## src/pkg/csss_pkg.sv

```systemverilog
package csss_pkg;
  // ----------------------------------------------------------------
  // widths
  // ----------------------------------------------------------------
  localparam int SPEED_W = 14;
  localparam int REF_W = 16;
  localparam int TIME_W = 14;
  localparam int MODE_W = 4;
  localparam int DEN_W = 32;
  localparam int CNT_W = 20;
  localparam int SYNC_W = 4;

  // ----------------------------------------------------------------
  // setting ranges and reset values
  // ----------------------------------------------------------------
  localparam logic [TIME_W-1:0] TIME_MAX = 14'h2710;
  localparam logic [TIME_W-1:0] TIME_RESET = 14'h0000;
  localparam logic signed [REF_W-1:0] REF_ZERO = 16'sh0000;

  // ----------------------------------------------------------------
  // control method codes
  // ----------------------------------------------------------------
  localparam logic [MODE_W-1:0] MODE_STOP = 4'h3;
  localparam logic [MODE_W-1:0] MODE_ASPEED = 4'h4;
  localparam logic [MODE_W-1:0] MODE_PULSE = 4'h5;
  localparam logic [MODE_W-1:0] MODE_ATORQUE = 4'h6;

  // ----------------------------------------------------------------
  // timing
  // ----------------------------------------------------------------
  localparam int CLK_PERIOD_NS = 4;
  localparam int NS_PER_MS = 1000000;
  localparam int CYCLES_PER_MS = NS_PER_MS / CLK_PERIOD_NS;
  localparam int SAMPLE_MS = 1;
  localparam int SAMPLE_CYCLES = SAMPLE_MS * CYCLES_PER_MS;
  localparam int LATENCY_MAX_MS = 2;

  // ----------------------------------------------------------------
  // sync bit positions
  // ----------------------------------------------------------------
  localparam int SYNC_A = 0;
  localparam int SYNC_B = 1;
  localparam int SYNC_D = 2;
  localparam int SYNC_P = 3;

  // ----------------------------------------------------------------
  // reference source
  // ----------------------------------------------------------------
  typedef enum logic [1:0] {
    SRC_SPEED,
    SRC_ANALOG_SPEED,
    SRC_PULSE,
    SRC_TORQUE
  } csss_src_t;
endpackage

```

## src/verilog/csss_sync.sv

```systemverilog
`timescale 1ns/10ps
module csss_sync #(
  parameter int WIDTH = 1
) (
  // clock and reset
  input wire logic clk_i,
  input wire logic reset_i,
  // asynchronous levels in, synchronised levels out
  input wire logic [WIDTH-1:0] async_i,
  output logic [WIDTH-1:0] sync_o
);
  logic [WIDTH-1:0] stage1;

  // ----------------------------------------------------------------
  // two-flop synchroniser, first stage feeds only the second
  // ----------------------------------------------------------------
  always_ff @(posedge clk_i or posedge reset_i)
  begin
    if (reset_i)
    begin
      stage1 <= '1;
      sync_o <= '1;
    end
    else
    begin
      stage1 <= async_i;
      sync_o <= stage1;
    end
  end
endmodule

```

## src/verilog/csss_speed_select.sv

```systemverilog
`timescale 1ns/10ps
// Contract
// - accel time held, 0..10000 ms accepted, resets 0, speed control only
// - decel time held, 0..10000 ms accepted, resets 0, speed control only
// - ramp from standstill to maximum speed takes exactly the accel time
// - ramp from maximum speed to standstill takes exactly the decel time
// - both times zero means reference changes apply immediately
// - mode 3, both selects off, internal reference is zero
// - both selects off: analog speed mode 4, pulse mode 5, torque mode 6
// - modes 3-6: A off B on speed one, both on two, A on B off three
// - direction input 0 forward, 1 reverse while contact selection active
// - contact inputs are active low: high is off, low is on
// - without contact selection, selects are fwd/rev torque limit enables
// - without contact selection, direction input is proportional control etc
// - contact selection needs all three functions assigned to inputs
// - mode 5 ramps apply only to preset speeds, never to pulses
// - preset-to-pulse switch while running blocks pulses until positioning done
// - speed-select changes are sampled within 2 ms
// - presets above motor maximum speed are clamped to maximum
module csss_speed_select
  import csss_pkg::*;
#(
  parameter int CYCLES_MS = csss_pkg::CYCLES_PER_MS,
  parameter int SAMPLE_CNT = csss_pkg::SAMPLE_CYCLES
) (
  // clock and reset
  input wire logic clk_i,
  input wire logic reset_i,
  // contact pins, active low
  input wire logic speed_select_a_n_i,
  input wire logic speed_select_b_n_i,
  input wire logic direction_select_n_i,
  input wire logic ref_pulse_i,
  // configuration
  input wire logic [csss_pkg::MODE_W-1:0] control_method_select_i,
  input wire logic assign_a_i,
  input wire logic assign_b_i,
  input wire logic assign_d_i,
  input wire logic time_wr_i,
  input wire logic [csss_pkg::TIME_W-1:0] accel_ramp_time_i,
  input wire logic [csss_pkg::TIME_W-1:0] decel_ramp_time_i,
  input wire logic [csss_pkg::SPEED_W-1:0] preset_speed_one_i,
  input wire logic [csss_pkg::SPEED_W-1:0] preset_speed_two_i,
  input wire logic [csss_pkg::SPEED_W-1:0] preset_speed_three_i,
  input wire logic [csss_pkg::SPEED_W-1:0] max_speed_i,
  // references from other loops
  input wire logic signed [csss_pkg::REF_W-1:0] analog_speed_ref_i,
  input wire logic signed [csss_pkg::REF_W-1:0] analog_torque_ref_i,
  input wire logic position_done_i,
  // reference outputs
  output logic signed [csss_pkg::REF_W-1:0] speed_ref_o,
  output logic signed [csss_pkg::REF_W-1:0] torque_ref_o,
  output csss_pkg::csss_src_t ref_source_o,
  output logic ref_pulse_o,
  output logic pulse_blocked_o,
  output logic position_done_n_o,
  // status and alternate functions
  output logic contact_mode_o,
  output logic direction_reverse_o,
  output logic fwd_torque_limit_o,
  output logic rev_torque_limit_o,
  output logic prop_control_o,
  output logic [csss_pkg::TIME_W-1:0] accel_ramp_time_o,
  output logic [csss_pkg::TIME_W-1:0] decel_ramp_time_o
);
  import csss_pkg::*;

  // ----------------------------------------------------------------
  // input synchronisation
  // ----------------------------------------------------------------
  logic [SYNC_W-1:0] pin_raw;
  logic [SYNC_W-1:0] pin_sync;
  assign pin_raw = {ref_pulse_i, direction_select_n_i, speed_select_b_n_i, speed_select_a_n_i};

  csss_sync #(
    .WIDTH(SYNC_W)
  ) u_sync (
    .clk_i(clk_i),
    .reset_i(reset_i),
    .async_i(pin_raw),
    .sync_o(pin_sync)
  );

  wire sel_a_on = ~pin_sync[SYNC_A];
  wire sel_b_on = ~pin_sync[SYNC_B];
  wire dir_on = ~pin_sync[SYNC_D];
  wire pulse_in = ~pin_sync[SYNC_P];

  // ----------------------------------------------------------------
  // ramp time settings
  // ----------------------------------------------------------------
  logic [TIME_W-1:0] accel_time;
  logic [TIME_W-1:0] decel_time;
  wire accel_ok = accel_ramp_time_i <= TIME_MAX;
  wire decel_ok = decel_ramp_time_i <= TIME_MAX;

  always_ff @(posedge clk_i or posedge reset_i)
  begin
    if (reset_i)
    begin
      accel_time <= TIME_RESET;
      decel_time <= TIME_RESET;
    end
    else if (time_wr_i)
    begin
      accel_time <= accel_ok ? accel_ramp_time_i : accel_time;
      decel_time <= decel_ok ? decel_ramp_time_i : decel_time;
    end
  end

  assign accel_ramp_time_o = accel_time;
  assign decel_ramp_time_o = decel_time;

  // ----------------------------------------------------------------
  // mode decode and contact sampling
  // ----------------------------------------------------------------
  wire mode_contact = (control_method_select_i >= MODE_STOP)
    && (control_method_select_i <= MODE_ATORQUE);
  wire contact_mode = mode_contact && assign_a_i && assign_b_i && assign_d_i;

  logic [CNT_W-1:0] sample_cnt;
  logic samp_a;
  logic samp_b;
  logic samp_d;
  wire sample_tick = sample_cnt == CNT_W'(SAMPLE_CNT - 1);

  always_ff @(posedge clk_i or posedge reset_i)
  begin
    if (reset_i)
    begin
      sample_cnt <= '0;
      samp_a <= 1'b0;
      samp_b <= 1'b0;
      samp_d <= 1'b0;
    end
    else
    begin
      sample_cnt <= sample_tick ? '0 : sample_cnt + 1'b1;
      if (sample_tick)
      begin
        samp_a <= sel_a_on;
        samp_b <= sel_b_on;
        samp_d <= dir_on;
      end
    end
  end

  // ----------------------------------------------------------------
  // speed selection
  // ----------------------------------------------------------------
  wire both_off = !samp_a && !samp_b;
  wire [SPEED_W-1:0] preset_raw = (!samp_a && samp_b) ? preset_speed_one_i :
    (samp_a && samp_b) ? preset_speed_two_i : preset_speed_three_i;
  wire [SPEED_W-1:0] preset_clamped = (preset_raw > max_speed_i) ? max_speed_i : preset_raw;
  wire signed [REF_W-1:0] preset_mag = REF_W'(preset_clamped);
  wire signed [REF_W-1:0] preset_signed = samp_d ? -preset_mag : preset_mag;
  wire signed [REF_W-1:0] max_mag = REF_W'(max_speed_i);

  csss_src_t src;
  always_comb
  begin
    src = SRC_ANALOG_SPEED;
    if (contact_mode && !both_off)
      src = SRC_SPEED;
    else if (contact_mode)
    begin
      case (control_method_select_i)
        MODE_STOP: src = SRC_SPEED;
        MODE_ASPEED: src = SRC_ANALOG_SPEED;
        MODE_PULSE: src = SRC_PULSE;
        MODE_ATORQUE: src = SRC_TORQUE;
        default: src = SRC_ANALOG_SPEED;
      endcase
    end
  end

  wire preset_active = contact_mode && !both_off;
  wire signed [REF_W-1:0] target = preset_active ? preset_signed :
    (src == SRC_ANALOG_SPEED) ? analog_speed_ref_i : REF_ZERO;

  // ----------------------------------------------------------------
  // soft start ramp
  // ----------------------------------------------------------------
  logic signed [REF_W-1:0] ref_q;
  logic [DEN_W:0] acc;
  wire going_up = target > ref_q;
  wire at_target = target == ref_q;
  wire away_zero = going_up ? (ref_q >= REF_ZERO) : (ref_q <= REF_ZERO);
  wire [TIME_W-1:0] time_sel = away_zero ? accel_time : decel_time;
  wire [DEN_W-1:0] denom = DEN_W'(time_sel) * DEN_W'(CYCLES_MS);
  wire both_zero = (accel_time == TIME_RESET) && (decel_time == TIME_RESET);
  wire bypass = (src == SRC_PULSE) || (src == SRC_TORQUE);
  wire no_ramp = bypass || both_zero || (time_sel == TIME_RESET)
    || (max_speed_i == '0);
  wire [DEN_W:0] acc_sum = acc + (DEN_W + 1)'(max_speed_i);
  wire step_now = acc_sum >= {1'b0, denom};
  wire [DEN_W:0] next_acc = at_target ? '0 : step_now ? acc_sum - {1'b0, denom} : acc_sum;
  wire signed [REF_W-1:0] ref_step = going_up ? ref_q + 16'sh0001 : ref_q - 16'sh0001;
  wire signed [REF_W-1:0] next_ref = no_ramp ? target :
    (at_target || !step_now) ? ref_q : ref_step;

  always_ff @(posedge clk_i or posedge reset_i)
  begin
    if (reset_i)
    begin
      ref_q <= REF_ZERO;
      acc <= '0;
    end
    else
    begin
      ref_q <= next_ref;
      acc <= no_ramp ? '0 : next_acc;
    end
  end

  // ----------------------------------------------------------------
  // pulse gating after preset-to-pulse switch
  // ----------------------------------------------------------------
  csss_src_t src_prev;
  logic prev_preset;
  logic pulse_block;
  wire enter_pulse = (src == SRC_PULSE) && (src_prev != SRC_PULSE)
    && prev_preset && (ref_q != REF_ZERO);
  wire next_block = enter_pulse || (pulse_block && !position_done_i);

  always_ff @(posedge clk_i or posedge reset_i)
  begin
    if (reset_i)
    begin
      src_prev <= SRC_ANALOG_SPEED;
      prev_preset <= 1'b0;
      pulse_block <= 1'b0;
      ref_pulse_o <= 1'b0;
      position_done_n_o <= 1'b1;
    end
    else
    begin
      src_prev <= src;
      prev_preset <= preset_active;
      pulse_block <= next_block;
      ref_pulse_o <= pulse_in && (src == SRC_PULSE) && !next_block;
      position_done_n_o <= ~position_done_i;
    end
  end

  // ----------------------------------------------------------------
  // outputs
  // ----------------------------------------------------------------
  always_ff @(posedge clk_i or posedge reset_i)
  begin
    if (reset_i)
    begin
      torque_ref_o <= REF_ZERO;
      ref_source_o <= SRC_ANALOG_SPEED;
      fwd_torque_limit_o <= 1'b0;
      rev_torque_limit_o <= 1'b0;
      prop_control_o <= 1'b0;
      direction_reverse_o <= 1'b0;
      contact_mode_o <= 1'b0;
    end
    else
    begin
      torque_ref_o <= (src == SRC_TORQUE) ? analog_torque_ref_i : REF_ZERO;
      ref_source_o <= src;
      fwd_torque_limit_o <= !contact_mode && sel_a_on;
      rev_torque_limit_o <= !contact_mode && sel_b_on;
      prop_control_o <= !contact_mode && dir_on;
      direction_reverse_o <= contact_mode && samp_d;
      contact_mode_o <= contact_mode;
    end
  end

  assign speed_ref_o = ref_q;
  assign pulse_blocked_o = pulse_block;

  // ----------------------------------------------------------------
  // checks
  // ----------------------------------------------------------------
  logic signed [REF_W-1:0] ref_last;

  always_ff @(posedge clk_i or posedge reset_i)
  begin
    if (reset_i)
      ref_last <= REF_ZERO;
    else
      ref_last <= ref_q;
  end

  wire signed [REF_W-1:0] ref_delta = ref_q - ref_last;

  AST_ACCEL_RANGE: assert property (@(posedge clk_i) disable iff (reset_i)
    time_wr_i && !accel_ok |=> accel_ramp_time_o == $past(accel_ramp_time_o))
    else $error("accel time accepted out of range");

  AST_DECEL_LOAD: assert property (@(posedge clk_i) disable iff (reset_i)
    time_wr_i && decel_ok |=> decel_ramp_time_o == $past(decel_ramp_time_i))
    else $error("decel time not loaded");

  AST_STEP_LIMIT: assert property (@(posedge clk_i) disable iff (reset_i)
    !no_ramp && $stable(target) ##1 !no_ramp |-> (ref_delta <= 1 && ref_delta >= -1))
    else $error("ramp stepped by more than one");

  AST_NO_OVERSHOOT: assert property (@(posedge clk_i) disable iff (reset_i)
    !no_ramp && going_up && $stable(target) |=> speed_ref_o <= $past(target))
    else $error("ramp passed its target");

  AST_NO_UNDERSHOOT: assert property (@(posedge clk_i) disable iff (reset_i)
    !no_ramp && !going_up && !at_target && $stable(target) |=> speed_ref_o >= $past(target))
    else $error("ramp fell below its target");

  AST_IMMEDIATE: assert property (@(posedge clk_i) disable iff (reset_i)
    both_zero |=> speed_ref_o == $past(target))
    else $error("reference not applied at once");

  AST_STOP_ZERO: assert property (@(posedge clk_i) disable iff (reset_i)
    contact_mode && both_off && control_method_select_i == MODE_STOP |-> target == REF_ZERO)
    else $error("stop mode target not zero");

  AST_SPEED_TWO: assert property (@(posedge clk_i) disable iff (reset_i)
    contact_mode && samp_a && samp_b && !samp_d && preset_speed_two_i <= max_speed_i
    |-> target == REF_W'(preset_speed_two_i))
    else $error("speed two not selected");

  AST_REVERSE: assert property (@(posedge clk_i) disable iff (reset_i)
    preset_active && samp_d |-> target <= REF_ZERO)
    else $error("reverse direction ignored");

  AST_CLAMP: assert property (@(posedge clk_i) disable iff (reset_i)
    preset_active |-> (target <= max_mag && target >= -max_mag))
    else $error("preset not clamped");

  AST_PULSE_HELD: assert property (@(posedge clk_i) disable iff (reset_i)
    pulse_block && !position_done_i |=> !ref_pulse_o ##0 pulse_blocked_o)
    else $error("pulse passed before positioning done");

  AST_TORQUE_LIMIT: assert property (@(posedge clk_i) disable iff (reset_i)
    !contact_mode |=> fwd_torque_limit_o == $past(sel_a_on))
    else $error("torque limit enable wrong");

  AST_SAMPLE_PERIOD: assert property (@(posedge clk_i) disable iff (reset_i)
    sample_cnt < CNT_W'(SAMPLE_CNT))
    else $error("sample counter overran");
endmodule

```

## config.mk

```make
export PLATFORM = sky130hd
export DESIGN_NAME = csss_speed_select
export DESIGN_NICKNAME = d
export VERILOG_FILES = /design/src/pkg/csss_pkg.sv /design/src/verilog/csss_sync.sv /design/src/verilog/csss_speed_select.sv
export SDC_FILE = /design/constraint.sdc
export NUM_CORES = 1
export LEC_CHECK = 0
export BUFFER_PORTS_ARGS = -buffer_cell sky130_fd_sc_hd__buf_2
export CAP_MARGIN = 0
export CORE_AREA = 2 2 218 220
export DETAILED_ROUTE_END_ITERATION = 12
export DIE_AREA = 0 0 220 222
export PLACE_DENSITY_LB_ADDON = 0.15
export SLEW_MARGIN = 20
export SYNTH_ARGS = -nofsm -noshare
export SYNTH_HDL_FRONTEND = slang
export SYNTH_SLANG_ARGS = --single-unit
```

## constraint.sdc

```tcl
create_clock -name clk_i -period 13.1 [get_ports clk_i]
set_input_delay 2.62 -clock clk_i [delete_from_list [all_inputs] [get_ports clk_i]]
set_output_delay 2.62 -clock clk_i [all_outputs]
set_load 0.02 [all_outputs]
```

# --- After elaboration in Yosys (flattened, before gate mapping) ---
# Index checks and enable logic that the tools add are counted.
# W data, S select, Z words.
word_totals:
  regBits: 135
  wordCells: 110
  inputBits: 131
classes:
  magnitude_cmp: 9
  n_bitwise: 5
  mul: 1
  add_sub_neg: 6
  n_mux: 19
  eq_ne: 10
  reduce_logical: 39
ops:
  columns: ["op", "n"]
  rows:
  - ["$mux W16", 7]
  - ["$mux W33", 3]
  - ["$logic_not A14 Y1", 4]
  - ["$mux W14", 4]
  - ["$add A33 B14 Y33", 1]
  - ["$ge A33 B32 Y1", 1]
  - ["$sub A33 B32 Y33", 1]
  - ["$le A14 B14 Y1 const B", 2]
  - ["$mul A14 B14 Y28 const B", 1]
  - ["$add A20 B1 Y20 const B", 1]
  - ["$eq A20 B18 Y1 const B", 1]
  - ["$mux W20", 1]
  - ["$logic_and A1 B1 Y1", 19]
  - ["$add A16 B2 Y16 const B", 1]
  - ["$eq A16 B16 Y1", 1]
  - ["$ge A16 B1 Y1 const B", 1]
  - ["$gt A16 B16 Y1", 1]
  - ["$le A16 B1 Y1 const B", 1]
  - ["$neg A14 Y16", 1]
  - ["$reduce_bool A16 Y1", 1]
  - ["$sub A16 B2 Y16 const B", 1]
  - ["$gt A14 B14 Y1", 1]
  - ["$eq A4 B3 Y1 const B", 2]
  - ["$logic_not A1 Y1", 7]
  - ["12 further kinds", 25]

# --- Longest topological paths before layout ---
# Gate-level depths: netlist (run 1).
depth:
  depth_word: 19
  depth_mapped: 67
  ltp_nobuf: 60

# --- Hierarchy ---
# From an unflattened synthesis (run 1), not the netlist that was laid out.
hier_totals:
  cells_unflattened: 1483
  area_unflattened_um2: 13751.9
modules_own_cells:
  columns: ["module", "cells_each", "area_per_inst_um2", "seq_area_each_um2", "n_inst"]
  rows:
  - ["csss_speed_select", 1474, 13538.0, 3180.6, 1]
  - ["csss_sync", 9, 214.0, 210.2, 1]

# --- Worst setup path before layout (run 1) ---
# No wires, ideal clock.
synth_path:
  path_kind: "input-to-reg"
  from: "in preset_speed_two_i[12] (netlist name)"
  to: "reg ref_q[15] (netlist: speed_ref_o[15])"
  path_slack_ns: -2.569
  t_arrival_ns: 15.544
  required_time_ns: 12.975
  cell_stages: 61
  setup_time_ns: 0.125
  path_cell_list: "mux2i_1 nand2_1 o21ai_0 inv_1 ha_1 nand4_1 nor3_1 o31ai_1 a22oi_1 clkbuf_1 clkbuf_1 nor2_1 a21oi_1 ha_1 nand4_1 or3_1 a21bo_2 o21ai_1 [... 25 more ...] nand3_1 and4b_1 o21a_1 o21a_1 o41ai_1 xor2_1 ha_1 nand4_1 nor4_1 o2111ai_1 nand3b_1 mux2_4 nor3_4 or2_1 buf_4 nor2_1 xnor2_1 mux2_2"
synth_between:
  elab_chain_len: 15
synth_rtl:
  columns: ["item", "line", "text"]
  rows:
  - ["from (decl)", "csss_speed_select.sv:43", "input wire logic [csss_pkg::SPEED_W-1:0] preset_speed_two_i,"]
  - ["$mux W14 (*)", "csss_speed_select.sv:153", "(samp_a && samp_b) ? preset_speed_two_i : preset_speed_three_i;"]
  - ["$mux W14 (*)", "csss_speed_select.sv:152", "wire [SPEED_W-1:0] preset_raw = (!samp_a && samp_b) ? preset_speed_one_i :"]
  - ["$gt A14 B14 Y1", "csss_speed_select.sv:154", "wire [SPEED_W-1:0] preset_clamped = (preset_raw > max_speed_i) ? max_speed_i : preset_raw;"]
  - ["$mux W14 (*)", "csss_speed_select.sv:154", null]
  - ["$neg A14 Y16", "csss_speed_select.sv:156", "wire signed [REF_W-1:0] preset_signed = samp_d ? -preset_mag : preset_mag;"]
  - ["$mux W16 (*)", "csss_speed_select.sv:156", null]
  - ["$mux W16 (*)", "csss_speed_select.sv:178", "wire signed [REF_W-1:0] target = preset_active ? preset_signed :"]
  - ["$gt A16 B16 Y1", "csss_speed_select.sv:186", "wire going_up = target > ref_q;"]
  - ["$mux W1", "csss_speed_select.sv:188", "wire away_zero = going_up ? (ref_q >= REF_ZERO) : (ref_q <= REF_ZERO);"]
  - ["$mux W14", "csss_speed_select.sv:189", "wire [TIME_W-1:0] time_sel = away_zero ? accel_time : decel_time;"]
  - ["$mul A14 B14 Y28", "csss_speed_select.sv:190", "wire [DEN_W-1:0] denom = DEN_W'(time_sel) * DEN_W'(CYCLES_MS);"]
  - ["$ge A33 B32 Y1", "csss_speed_select.sv:196", "wire step_now = acc_sum >= {1'b0, denom};"]
  - ["$logic_not A1 Y1", "csss_speed_select.sv:200", "(at_target || !step_now) ? ref_q : ref_step;"]
  - ["$logic_or A1 B1 Y1", "csss_speed_select.sv:200", null]
  - ["$ne A2 B2 Y1 (no source line)", null, null]
  - ["to (signal assigned)", "csss_speed_select.sv:211", "ref_q <= next_ref;"]
  - ["to (decl)", "csss_speed_select.sv:184", "logic signed [REF_W-1:0] ref_q;"]
# Mark *: on every way between the ends. The rest lies on a longest branch, timed or not. The select of a mux whose other input is x is not followed.
# A chain may end at the register's enable or synchronous reset.

# --- Worst setup path after layout (run 1) ---
layout_path:
  from: "in preset_speed_two_i[12] (netlist name)"
  to: "reg ref_q[11] (netlist: speed_ref_o[11])"
# Same word-level chain as after synthesis.

==> results.py, run 1 <==
metrics = {
    "floorplan": {
        "ioPinCount": 201,
        "overall_die_area_um2": 48800,
        "fp-row-count": 79,
        "dieWidth_um": 220,
        "design.core.area_um2": 46300,
        "die_h_um": 222,
        "floorplan.initialDensity_pct": 29.7,
    },
    "run_status": {
        "status": "finished, violations left",
        "failed_checks": "negative setup slack",
    },
    "setup_path": {
        "critical_path.top_delay_family": "adder cells",
        "rr_worst_depth": 60,
        "critical_path_buf_inv_count": 7,
        "critical_path_capture_point_type": "register",
        "critical_path_arrival_ns": 14.59,
        "critical_path.most_common_cell": "sky130_fd_sc_hd__ha_4",
        "worst_path_max_delay_cell": "sky130_fd_sc_hd__fa_1",
        "slowest_delay_ns": 0.51,
        "worstSetupStartpointType": "input port",
        "worst_r2r_endpoint": "speed_ref_o[11]$_DFFE_PP0P_",
        "worstSetupPathType": "input port to register",
        "timing.critical_path.required_ns": 13.43,
        "worst-path-max-fanout": 6,
        "worst_r2r_startpoint": "samp_a$_DFFE_PP0N_",
        "setup.reg_to_reg.worst_slack_ns": 0.47,
    },
    "clock_network": {
        "cts_max_level": 4,
        "cts_inserted_buffers": 17,
        "hold_buffer_count_at_cts": 0,
        "tritoncts_num_sinks": 135,
        "cts-root-buf": "sky130_fd_sc_hd__clkbuf_16",
        "worst_skew_pair.late_latency_ns": 0.46,
        "tritoncts": "yes",
        "deepest_clock_path_buffer_count": 2,
        "worst_setup_hold_path_clk_slew_ns": 0.07,
    },
    "logic_synthesis": {
        "yosys.cell_count.top_type": "sky130_fd_sc_hd__ha_1",
        "ys_dominant_reg_cell": "sky130_fd_sc_hd__dfrtp_1",
        "synth_top_cell_by_area": "sky130_fd_sc_hd__dfrtp_1",
        "syn-instance-count": 1528,
        "synth.top_cells.by_count": "sky130_fd_sc_hd__ha_1 (195), sky130_fd_sc_hd__nor2_1 (136), sky130_fd_sc_hd__inv_1 (134)",
        "synth_top_area_share_pct": 22.7,
        "area_share_of_and_or_nand_nor_cells_after_synthesis_pct": 16.3,
        "combinational_family_with_the_most_area_after_synthesis": "adder cells",
        "synth-adder-area-share_pct": 24.3,
        "synthesis.yosys.warnings": 0,
        "number_of_enable_type_register_cells_in_the_synthesized_netlist": 0,
        "synth.mux.area_fraction_pct": 7.29,
        "ys_types": 78,
        "synth_compound_gate_area_share_pct": 14.8,
        "synth.ff_latch_count": 135,
        "netlist_area_um2": 13800,
        "synth_top_area_cells": "sky130_fd_sc_hd__dfrtp_1 (23%), sky130_fd_sc_hd__ha_1 (18%), sky130_fd_sc_hd__fa_1 (6.5%)",
        "yosys.area_share.xor_xnor_pct": 7.70,
        "synth-async-reset-ratio_pct": 100,
        "synthesis.area_per_instance_um2": 9.00,
        "synth_nets": 1899,
        "synth_seq_area_share_pct": 24.6,
    },
    "placement": {
        "io_buffer_count": 200,
        "place_hpwl_um": 35400,
        "placed_cells_incl_taps": 2560,
        "place.gp.congestion": 0.843,
        "detailedPlace.worstSlack_ns": -2.00,
    },
    "final_layout": {
        "fillerInstances": 4598,
        "fin_util_pct": 42.2,
        "layout.cells.non_filler": 2625,
        "layout-drive-gt1-share_pct": 37.7,
        "synthToLayoutAreaGrowth_pct": 42.1,
        "fin_nets": 2375,
    },
    "route": {
        "drt_first_iter_violations": 490,
        "via_count": 12800,
        "detail_route.wirelength_um": 44400,
        "drc": 0,
        "ant_nets": 0,
        "number_of_optimization_iterations_in_the_first_detailed_route_pass": 5,
        "via_per_inst": 4.86,
        "drt-wirelength-per-cell_um": 16.9,
    },
    "min_path": {
        "holdPathStages": 0,
        "hold_start": "u_sync.stage1[0]$_DFF_PP1_",
        "holdCritPathClass": "register to register",
        "min_delay_worst_endpoint": "u_sync.sync_o[0]$_DFF_PP1_",
    },
    "sta": {
        "timing_max_transition_violations_final": 0,
        "period_share_pct": 109,
        "max_slew_margin_pct": 46.5,
        "final-setup-viol-count": 45,
        "post-route-min-period_ns": 14.26,
        "hold_viol_final": 0,
        "timing.clock.skew_ns": 0.0140,
        "timing_worst_slew_pin_value_ns": 0.802,
        "fmaxAchievable_ghz": 0.0701,
        "setup_repair_after_global_routing_missed_its_margin": "true",
        "hold-worst-slack_ns": 0.357,
        "final_critical_path_setup_slack_ns": -1.16,
    },
    "job": {
        "maxCapViolations": 0,
    },
    "grt": {
        "grt_max_degree": 78,
        "grt_antenna_before_repair": 2,
        "global_route.usage.total_pct": 18.2,
        "grt_first_pass_wirelength_um": 70500,
        "global_route.overflow_total": 0,
        "via_count_of_the_first_global_routing_pass": 13200,
    },
}
==> flip-flops by register name (all words and copies together) (netlist names), 2 cells and up <==
signal / flops
sample_cnt: 20
decel_ramp_time_o: 14
torque_ref_o: 16
u_sync.sync_o: 4
u_sync.stage1: 4
accel_ramp_time_o: 14
ref_source_o: 2
speed_ref_o: 16
acc: 33
==> worst max path at each step <==
stage,startpoint,endpoint,slack [ns],cells past startpoint
2_1_floorplan,preset_speed_one_i[1],speed_ref_o[12]$_DFFE_PP0P_,-1.35,58
6_report,preset_speed_two_i[12],speed_ref_o[11]$_DFFE_PP0P_,-1.16,62
4_1_cts,preset_speed_one_i[1],speed_ref_o[13]$_DFFE_PP0P_,-1.17,61
3_3_place_gp,preset_speed_one_i[1],acc[32]$_DFF_PP0_,-1.73,61
3_5_place_dp,preset_speed_one_i[1],acc[32]$_DFF_PP0_,-2.00,59
5_1_grt,preset_speed_two_i[12],speed_ref_o[11]$_DFFE_PP0P_,-1.79,63
==> cells by family after synthesis <==
group	count (synthesis)
buffers and inverters	172
AND/OR/NAND/NOR	448
multiplexers	92
flip-flops	135
AO/OA/AOI/OAI	320
XOR/XNOR	121
adder cells (fa/ha/maj)	240
==> cell usage in the layout (no fill, tap or decap), types with 18 or more instances in the layout <==
cell	count
sky130_fd_sc_hd__o21ai_0	46
sky130_fd_sc_hd__xnor2_1	65
sky130_fd_sc_hd__clkbuf_16	19
sky130_fd_sc_hd__ha_1	166
sky130_fd_sc_hd__mux2i_1	27
sky130_fd_sc_hd__buf_4	268
sky130_fd_sc_hd__inv_1	118
sky130_fd_sc_hd__dfrtp_1	125
sky130_fd_sc_hd__nor2_4	18
sky130_fd_sc_hd__a21oi_1	86
sky130_fd_sc_hd__ha_4	28
sky130_fd_sc_hd__nor3_1	31
sky130_fd_sc_hd__xor2_1	55
sky130_fd_sc_hd__nand2_1	81
sky130_fd_sc_hd__nand3_1	43
sky130_fd_sc_hd__and3_1	28
sky130_fd_sc_hd__a21oi_2	27
sky130_fd_sc_hd__a21o_1	40
sky130_fd_sc_hd__nor2_1	114
sky130_fd_sc_hd__fa_1	44
sky130_fd_sc_hd__buf_2	197
sky130_fd_sc_hd__mux2_2	42
==> per-layer routing <==
layer  vias to the layer above  share of wire, %  GRT usage [%]
met5                         -             0.018              0
met1                      6128                45           23.4
met2                       208                50           31.5
met3                        45               3.3           2.52
li1                       6383                 -              -
met4                         2               2.0           5.39
==> timing repair <==
| action | 4_1_cts | 5_1_grt |
|---|---|---|
| setup buffers | 15 | 12 |
| resized for setup | 86 | 79 |
| endpoints found under the setup margin | 45 | 45 |
| gates cloned | 7 | 3 |
| endpoints found under the hold margin | 0 | 0 |
| pin swaps | 27 | 40 |
==> stage by stage <==
stage / TNS (ns) / cell area [um^2]
6_report: -45.27 / 19500
5_1_grt: -73.81 / 19500
4_1_cts: -46.34 / 19100
3_5_place_dp: -78.01 / 17800
3_3_place_gp: -72.83 / 17800
2_1_floorplan: -53.49 / 14300
==> layout make-up <==
cell class	instances	area, um^2	share of cell area (%)
Multi-Input combinational cell	1221	10800	55.1
Timing Repair Buffer	495	3500	17.9
Sequential cell	135	3390	17.4
Tap cell	607	759	3.89
Inverter	134	510	2.61
Clock buffer	17	425	2.18
Clock inverter	15	191	0.980
Antenna cell	1	2.50	0.0128
Power of run 1 is not shown: default switching activity piles up to over one toggle a cycle in this logic, so the estimate is an artifact.
==> inputs of run 2 (changes only) <==
RECOVER_POWER = 100   (was default)
==> run 2 against run 1 <==
Critical path depth stayed put. Via count hardly changed. Largest cell class unchanged. Global-route usage stayed put. Final cell count stayed put. Design area is 0.39% lower. Sequential share of layout area is 0.068 points higher. Fmax hardly changed. Setup slack better by 0.0050 ns. Register-to-register slack hardly changed. Clock skew hardly changed. Wire length is 0.18% higher. The run ends with max-capacitance violations, max-slew violations, negative setup slack left.
==> results.py, run 2 (synthesized netlist as in run 1, its figures left out) <==
metrics = {
    "final_layout": {
        "layout_commonest_cell": "sky130_fd_sc_hd__buf_4",
        "final_cell_mix": "sky130_fd_sc_hd__buf_4 (264), sky130_fd_sc_hd__ha_1 (166), sky130_fd_sc_hd__buf_2 (161), sky130_fd_sc_hd__dfrtp_1 (125), sky130_fd_sc_hd__inv_1 (118)",
        "fin_nets": 2375,
        "layout-drive-gt1-share_pct": 35.6,
        "final_design_area_no_fill_um2": 19500,
        "max_reg_flops": 33,
        "top_regs": "acc x33, sample_cnt x20",
        "registers.top_by_ff_count": "acc",
        "synthToLayoutAreaGrowth_pct": 41.5,
    },
    "setup_path": {
        "timing.critical_path.required_ns": 13.43,
        "worst_path_max_delay_cell": "sky130_fd_sc_hd__fa_1",
        "critical_path_arrival_ns": 14.59,
        "setup.reg_to_reg.worst_slack_ns": 0.47,
        "worstSetupPathType": "input port to register",
        "rr_worst_depth": 60,
        "critical_path_capture_point_type": "register",
        "worstSetupStartpointType": "input port",
        "worst-path-max-fanout": 6,
        "critical_path.most_common_cell": "sky130_fd_sc_hd__ha_4",
        "slowest_delay_ns": 0.51,
    },
    "route": {
        "via_count": 12800,
        "detail_route.wirelength_um": 44500,
        "ant_nets": 0,
        "number_of_optimization_iterations_in_the_first_detailed_route_pass": 4,
        "via_per_inst": 4.86,
        "drt-wirelength-per-cell_um": 16.9,
        "drt_first_iter_violations": 451,
        "drc": 0,
    },
    "floorplan": {
        "ioPinCount": 201,
        "die_h_um": 222,
        "floorplan.initialDensity_pct": 29.7,
        "dieWidth_um": 220,
        "overall_die_area_um2": 48800,
        "design.core.area_um2": 46300,
        "fp-row-count": 79,
    },
    "sta": {
        "setup_repair_after_global_routing_missed_its_margin": "true",
        "post_route_setup_tns_ns": -44.65,
        "timing_worst_slew_pin_value_ns": 3.60,
        "final_critical_path_setup_slack_ns": -1.15,
        "timing_max_transition_violations_final": 138,
        "max_slew_margin_pct": -141,
        "timing.clock.skew_ns": 0.0141,
        "hold_viol_final": 0,
        "period_share_pct": 109,
        "post-route-min-period_ns": 14.25,
        "final-setup-viol-count": 45,
        "fmaxAchievable_ghz": 0.0702,
    },
    "clock_network": {
        "worst_skew_pair.late_latency_ns": 0.46,
        "tritoncts": "yes",
        "hold_buffer_count_at_cts": 0,
        "deepest_clock_path_buffer_count": 2,
        "cts_inserted_buffers": 17,
        "cts_max_level": 4,
        "worst_setup_hold_path_clk_slew_ns": 0.06,
        "cts-root-buf": "sky130_fd_sc_hd__clkbuf_16",
        "tritoncts_num_sinks": 135,
    },
    "run_status": {
        "status": "finished, violations left",
        "failed_checks": "max-capacitance violations, max-slew violations, negative setup slack",
    },
    "grt": {
        "grt_antenna_before_repair": 2,
        "via_count_of_the_first_global_routing_pass": 13200,
        "grt_max_degree": 78,
        "global_route.usage.total_pct": 18.2,
        "grt_first_pass_wirelength_um": 70500,
        "global_route.overflow_total": 0,
    },
    "min_path": {
        "holdCritPathClass": "register to register",
        "holdPathStages": 0,
    },
    "placement": {
        "place.gp.congestion": 0.843,
        "placed_cell_area_um2": 17800,
        "io_buffer_count": 200,
        "place_hpwl_um": 35400,
    },
    "job": {
        "maxCapViolations": 2,
    },
}
## run 2: cell count changes in the layout (fill, tap and decap cells not counted), sizes merged
cell and change:
clkinvlp +1, clkbuf +40, inv -1, buf -40
## run 2: timing repair
action,CTS,global route
pin swaps,27,40
endpoints found under the setup margin,45,45
gates cloned,7,3
resized for setup,86,79
buffers inserted,15,12
## run 2: layer usage
layer | routed length [um] | track usage [%]
met3 | 1520 | 2.52
met4 | 903 | 5.39
met5 | 8 | 0
met1 | 19900 | 23.4
met2 | 22100 | 31.5
## run 2: final cells by class
class	count	area (um^2)
well taps	607	759
inverters	134	507
flip-flops and latches	135	3390
clock inverters	15	191
multi-input cells	1221	10800
clock buffers	17	425
fillers	4613	26800
diodes	1	2.50
repair buffers	495	3440
## run 2: per-stage QoR
step,utilization [%],setup slack [ns],cells,hold slack (ns)
2_1_floorplan,-,-1.35,1528,0.345
3_3_place_gp,38.5,-1.73,2560,0.346
3_5_place_dp,38.5,-2.00,2560,0.347
4_1_cts,41.4,-1.17,2614,0.355
5_1_grt,42.1,-1.79,2625,0.358
6_report,42.1,-1.15,2625,0.357
## run 2: critical path, delay by kind of cell
family                     cells  cell delay, ns
adders and majority gates     12            3.58
buffers and inverters          7            0.69
xor gates and xnor gates       2            0.24
and+or+nand+nor               18            3.38
AOI/OAI and AO/OA             18            3.03
muxes                          5            1.03
## run 2: worst paths after layout
| kind | from | to |
|---|---|---|
| max | preset_speed_two_i[12] | speed_ref_o[11]$_DFFE_PP0P_ |
| min | u_sync.stage1[0]$_DFF_PP1_ | u_sync.sync_o[0]$_DFF_PP1_ |
| max reg2reg | samp_a$_DFFE_PP0N_ | speed_ref_o[11]$_DFFE_PP0P_ |
| min reg2reg | u_sync.stage1[0]$_DFF_PP1_ | u_sync.sync_o[0]$_DFF_PP1_ |
| max in group asynchronous | reset_i | speed_ref_o[6]$_DFFE_PP0P_ |
| min in group asynchronous | reset_i | sample_cnt[8]$_DFF_PP0_ |
Power of run 2 is left out for the same reason.
==> inputs of run 3 (changes only) <==
GPL_ROUTABILITY_DRIVEN = 0   (was default)
REMOVE_ABC_BUFFERS = 1   (was default)
==> run 3 against run 2 <==
The flow still finishes with violations (max-capacitance violations, max-slew violations, negative setup slack). Final cell count is 1.4% higher. Non-clock buffer count up 37. Largest cell class unchanged. Setup slack worse by 0.086 ns. Critical path type unchanged. Wire length is 0.53% lower. First-iteration DRC count up 15%. Via count up 1.8%. Sequential share of layout area is essentially flat. Critical path depth up 2.
==> results.py, run 3 (synthesized netlist as in run 1, its figures left out) <==
metrics = {
    "setup_path": {
        "setup.worst_path.start": "preset_speed_two_i[12]",
        "worst-path-max-fanout": 7,
        "timing.critical_path.required_ns": 13.44,
        "worstSetupStartpointType": "input port",
        "critical_path_capture_point_type": "register",
        "worst_path_max_delay_cell": "sky130_fd_sc_hd__fa_1",
        "critical_path.most_common_cell": "sky130_fd_sc_hd__buf_4",
        "worst_r2r_startpoint": "samp_a$_DFFE_PP0N_",
        "slowest_delay_ns": 0.54,
        "worstSetupPathType": "input port to register",
        "critical_path_arrival_ns": 14.68,
    },
    "sta": {
        "period_share_pct": 109,
        "setup_repair_after_global_routing_missed_its_margin": "true",
        "hold_viol_final": 0,
        "max_slew_margin_pct": -143,
        "timing_worst_slew_pin_value_ns": 3.63,
        "timing_max_transition_violations_final": 138,
        "fmaxAchievable_ghz": 0.0697,
        "post-route-min-period_ns": 14.34,
        "timing.clock.skew_ns": 0.0130,
        "final-setup-viol-count": 45,
        "post_route_setup_tns_ns": -49.03,
        "final_critical_path_setup_slack_ns": -1.24,
    },
    "floorplan": {
        "floorplan.initialDensity_pct": 29.7,
        "dieWidth_um": 220,
        "design.core.area_um2": 46300,
        "overall_die_area_um2": 48800,
        "fp-row-count": 79,
        "die_h_um": 222,
        "ioPinCount": 201,
    },
    "final_layout": {
        "synthToLayoutAreaGrowth_pct": 41.9,
        "fillerInstances": 4672,
        "fin_util_pct": 42.2,
        "top_regs": "acc x33, sample_cnt x20",
        "final_cell_mix": "sky130_fd_sc_hd__buf_4 (303), sky130_fd_sc_hd__ha_1 (173), sky130_fd_sc_hd__buf_2 (130), sky130_fd_sc_hd__inv_1 (126), sky130_fd_sc_hd__dfrtp_1 (125)",
        "final_design_area_no_fill_um2": 19500,
        "layout_commonest_cell": "sky130_fd_sc_hd__buf_4",
        "registers.top_by_ff_count": "acc",
        "max_reg_flops": 33,
        "fin_nets": 2412,
        "layout-drive-gt1-share_pct": 34.5,
    },
    "grt": {
        "grt_first_pass_wirelength_um": 69100,
        "grt_max_degree": 79,
        "grt_antenna_before_repair": 2,
        "global_route.overflow_total": 0,
        "global_route.usage.total_pct": 17.9,
        "via_count_of_the_first_global_routing_pass": 13000,
    },
    "route": {
        "detail_route.wirelength_um": 44200,
        "via_per_inst": 4.88,
        "ant_nets": 0,
        "drt_first_iter_violations": 518,
        "drc": 0,
        "number_of_optimization_iterations_in_the_first_detailed_route_pass": 5,
        "via_count": 13000,
        "drt-wirelength-per-cell_um": 16.6,
    },
    "clock_network": {
        "tritoncts": "yes",
        "deepest_clock_path_buffer_count": 2,
        "worst_skew_pair.late_latency_ns": 0.47,
        "tritoncts_num_sinks": 135,
        "cts-root-buf": "sky130_fd_sc_hd__clkbuf_16",
        "cts_max_level": 4,
        "worst_setup_hold_path_clk_slew_ns": 0.07,
        "cts_inserted_buffers": 17,
    },
    "placement": {
        "placed_cell_area_um2": 17400,
        "detailedPlace.worstSlack_ns": -2.54,
        "place_hpwl_um": 35100,
        "io_buffer_count": 200,
    },
    "run_status": {
        "status": "finished, violations left",
        "failed_checks": "max-capacitance violations, max-slew violations, negative setup slack",
    },
    "job": {
        "maxCapViolations": 2,
    },
    "min_path": {
        "holdCritPathClass": "register to register",
        "hold_start": "u_sync.stage1[2]$_DFF_PP1_",
    },
}
==> run 3: cell count changes in the layout (fill, tap and decap cells not counted), moves of 7 or more <==
cell	previous run	this run
sky130_fd_sc_hd__inv_1	118	126
sky130_fd_sc_hd__ha_4	28	20
sky130_fd_sc_hd__ha_1	166	173
sky130_fd_sc_hd__buf_4	264	303
sky130_fd_sc_hd__mux2i_1	27	35
sky130_fd_sc_hd__clkbuf_1	40	75
sky130_fd_sc_hd__inv_2	14	6
sky130_fd_sc_hd__buf_2	161	130
sky130_fd_sc_hd__nor2_2	5	12
==> run 3: final timing paths <==
path                                         endpoint  slack [ns]  depth (start not counted)
max                        speed_ref_o[3]$_DFFE_PP0P_       -1.24                         64
min reg2reg                u_sync.sync_o[2]$_DFF_PP1_        0.35                          0
max reg2reg                speed_ref_o[3]$_DFFE_PP0P_        0.30                         62
min in group asynchronous  speed_ref_o[2]$_DFFE_PP0P_        3.21                          2
max in group asynchronous    sample_cnt[14]$_DFF_PP0_        5.84                          3
min                        u_sync.sync_o[2]$_DFF_PP1_        0.35                          0
==> run 3: worst max-delay path: cells and delay by family <==
kind | cells | cell delay, ns
AOI/OAI and AO/OA | 15 | 2.49
xor gates and xnor gates | 2 | 0.25
adders and majority gates | 11 | 3.58
buffers and inverters | 12 | 1.53
and+or+nand+nor | 19 | 3.40
muxes | 5 | 0.80
==> run 3: per-layer routing <==
layer  vias to the layer above  GRT usage (%)  wire, um
met1                      6282           23.7     20700
met3                        56           2.59      1350
met2                       192           29.8     21200
met5                         -              0        13
met4                         2           5.74      1030
li1                       6460              -         -
==> run 3: layout make-up <==
type,count,area (um^2),share of cell area [%]
multi-input combinational,1221,10600,54.4
timing repair buffer,532,3680,18.8
sequential,135,3390,17.4
tap,607,759,3.89
inverter,134,508,2.60
clock buffer,19,433,2.22
clock inverter,13,125,0.641
antenna,1,2.50,0.0128
==> run 3: metrics by stage <==
step	hold WS, ns	std cells
after floorplan	0.345	1490
after global placement	0.347	2569
after detailed placement	0.347	2569
after CTS	0.348	2636
after global routing	0.354	2661
final	0.348	2662
==> run 3: what timing repair did <==
item,4_1_cts,5_1_grt
resized for setup,97,118
gates cloned,4,6
setup buffers,31,20
hold buffers,0,0
pin swaps,44,69
endpoints found under the setup margin,45,45
endpoints found under the hold margin,0,0
Power of run 3 is left out for the same reason.
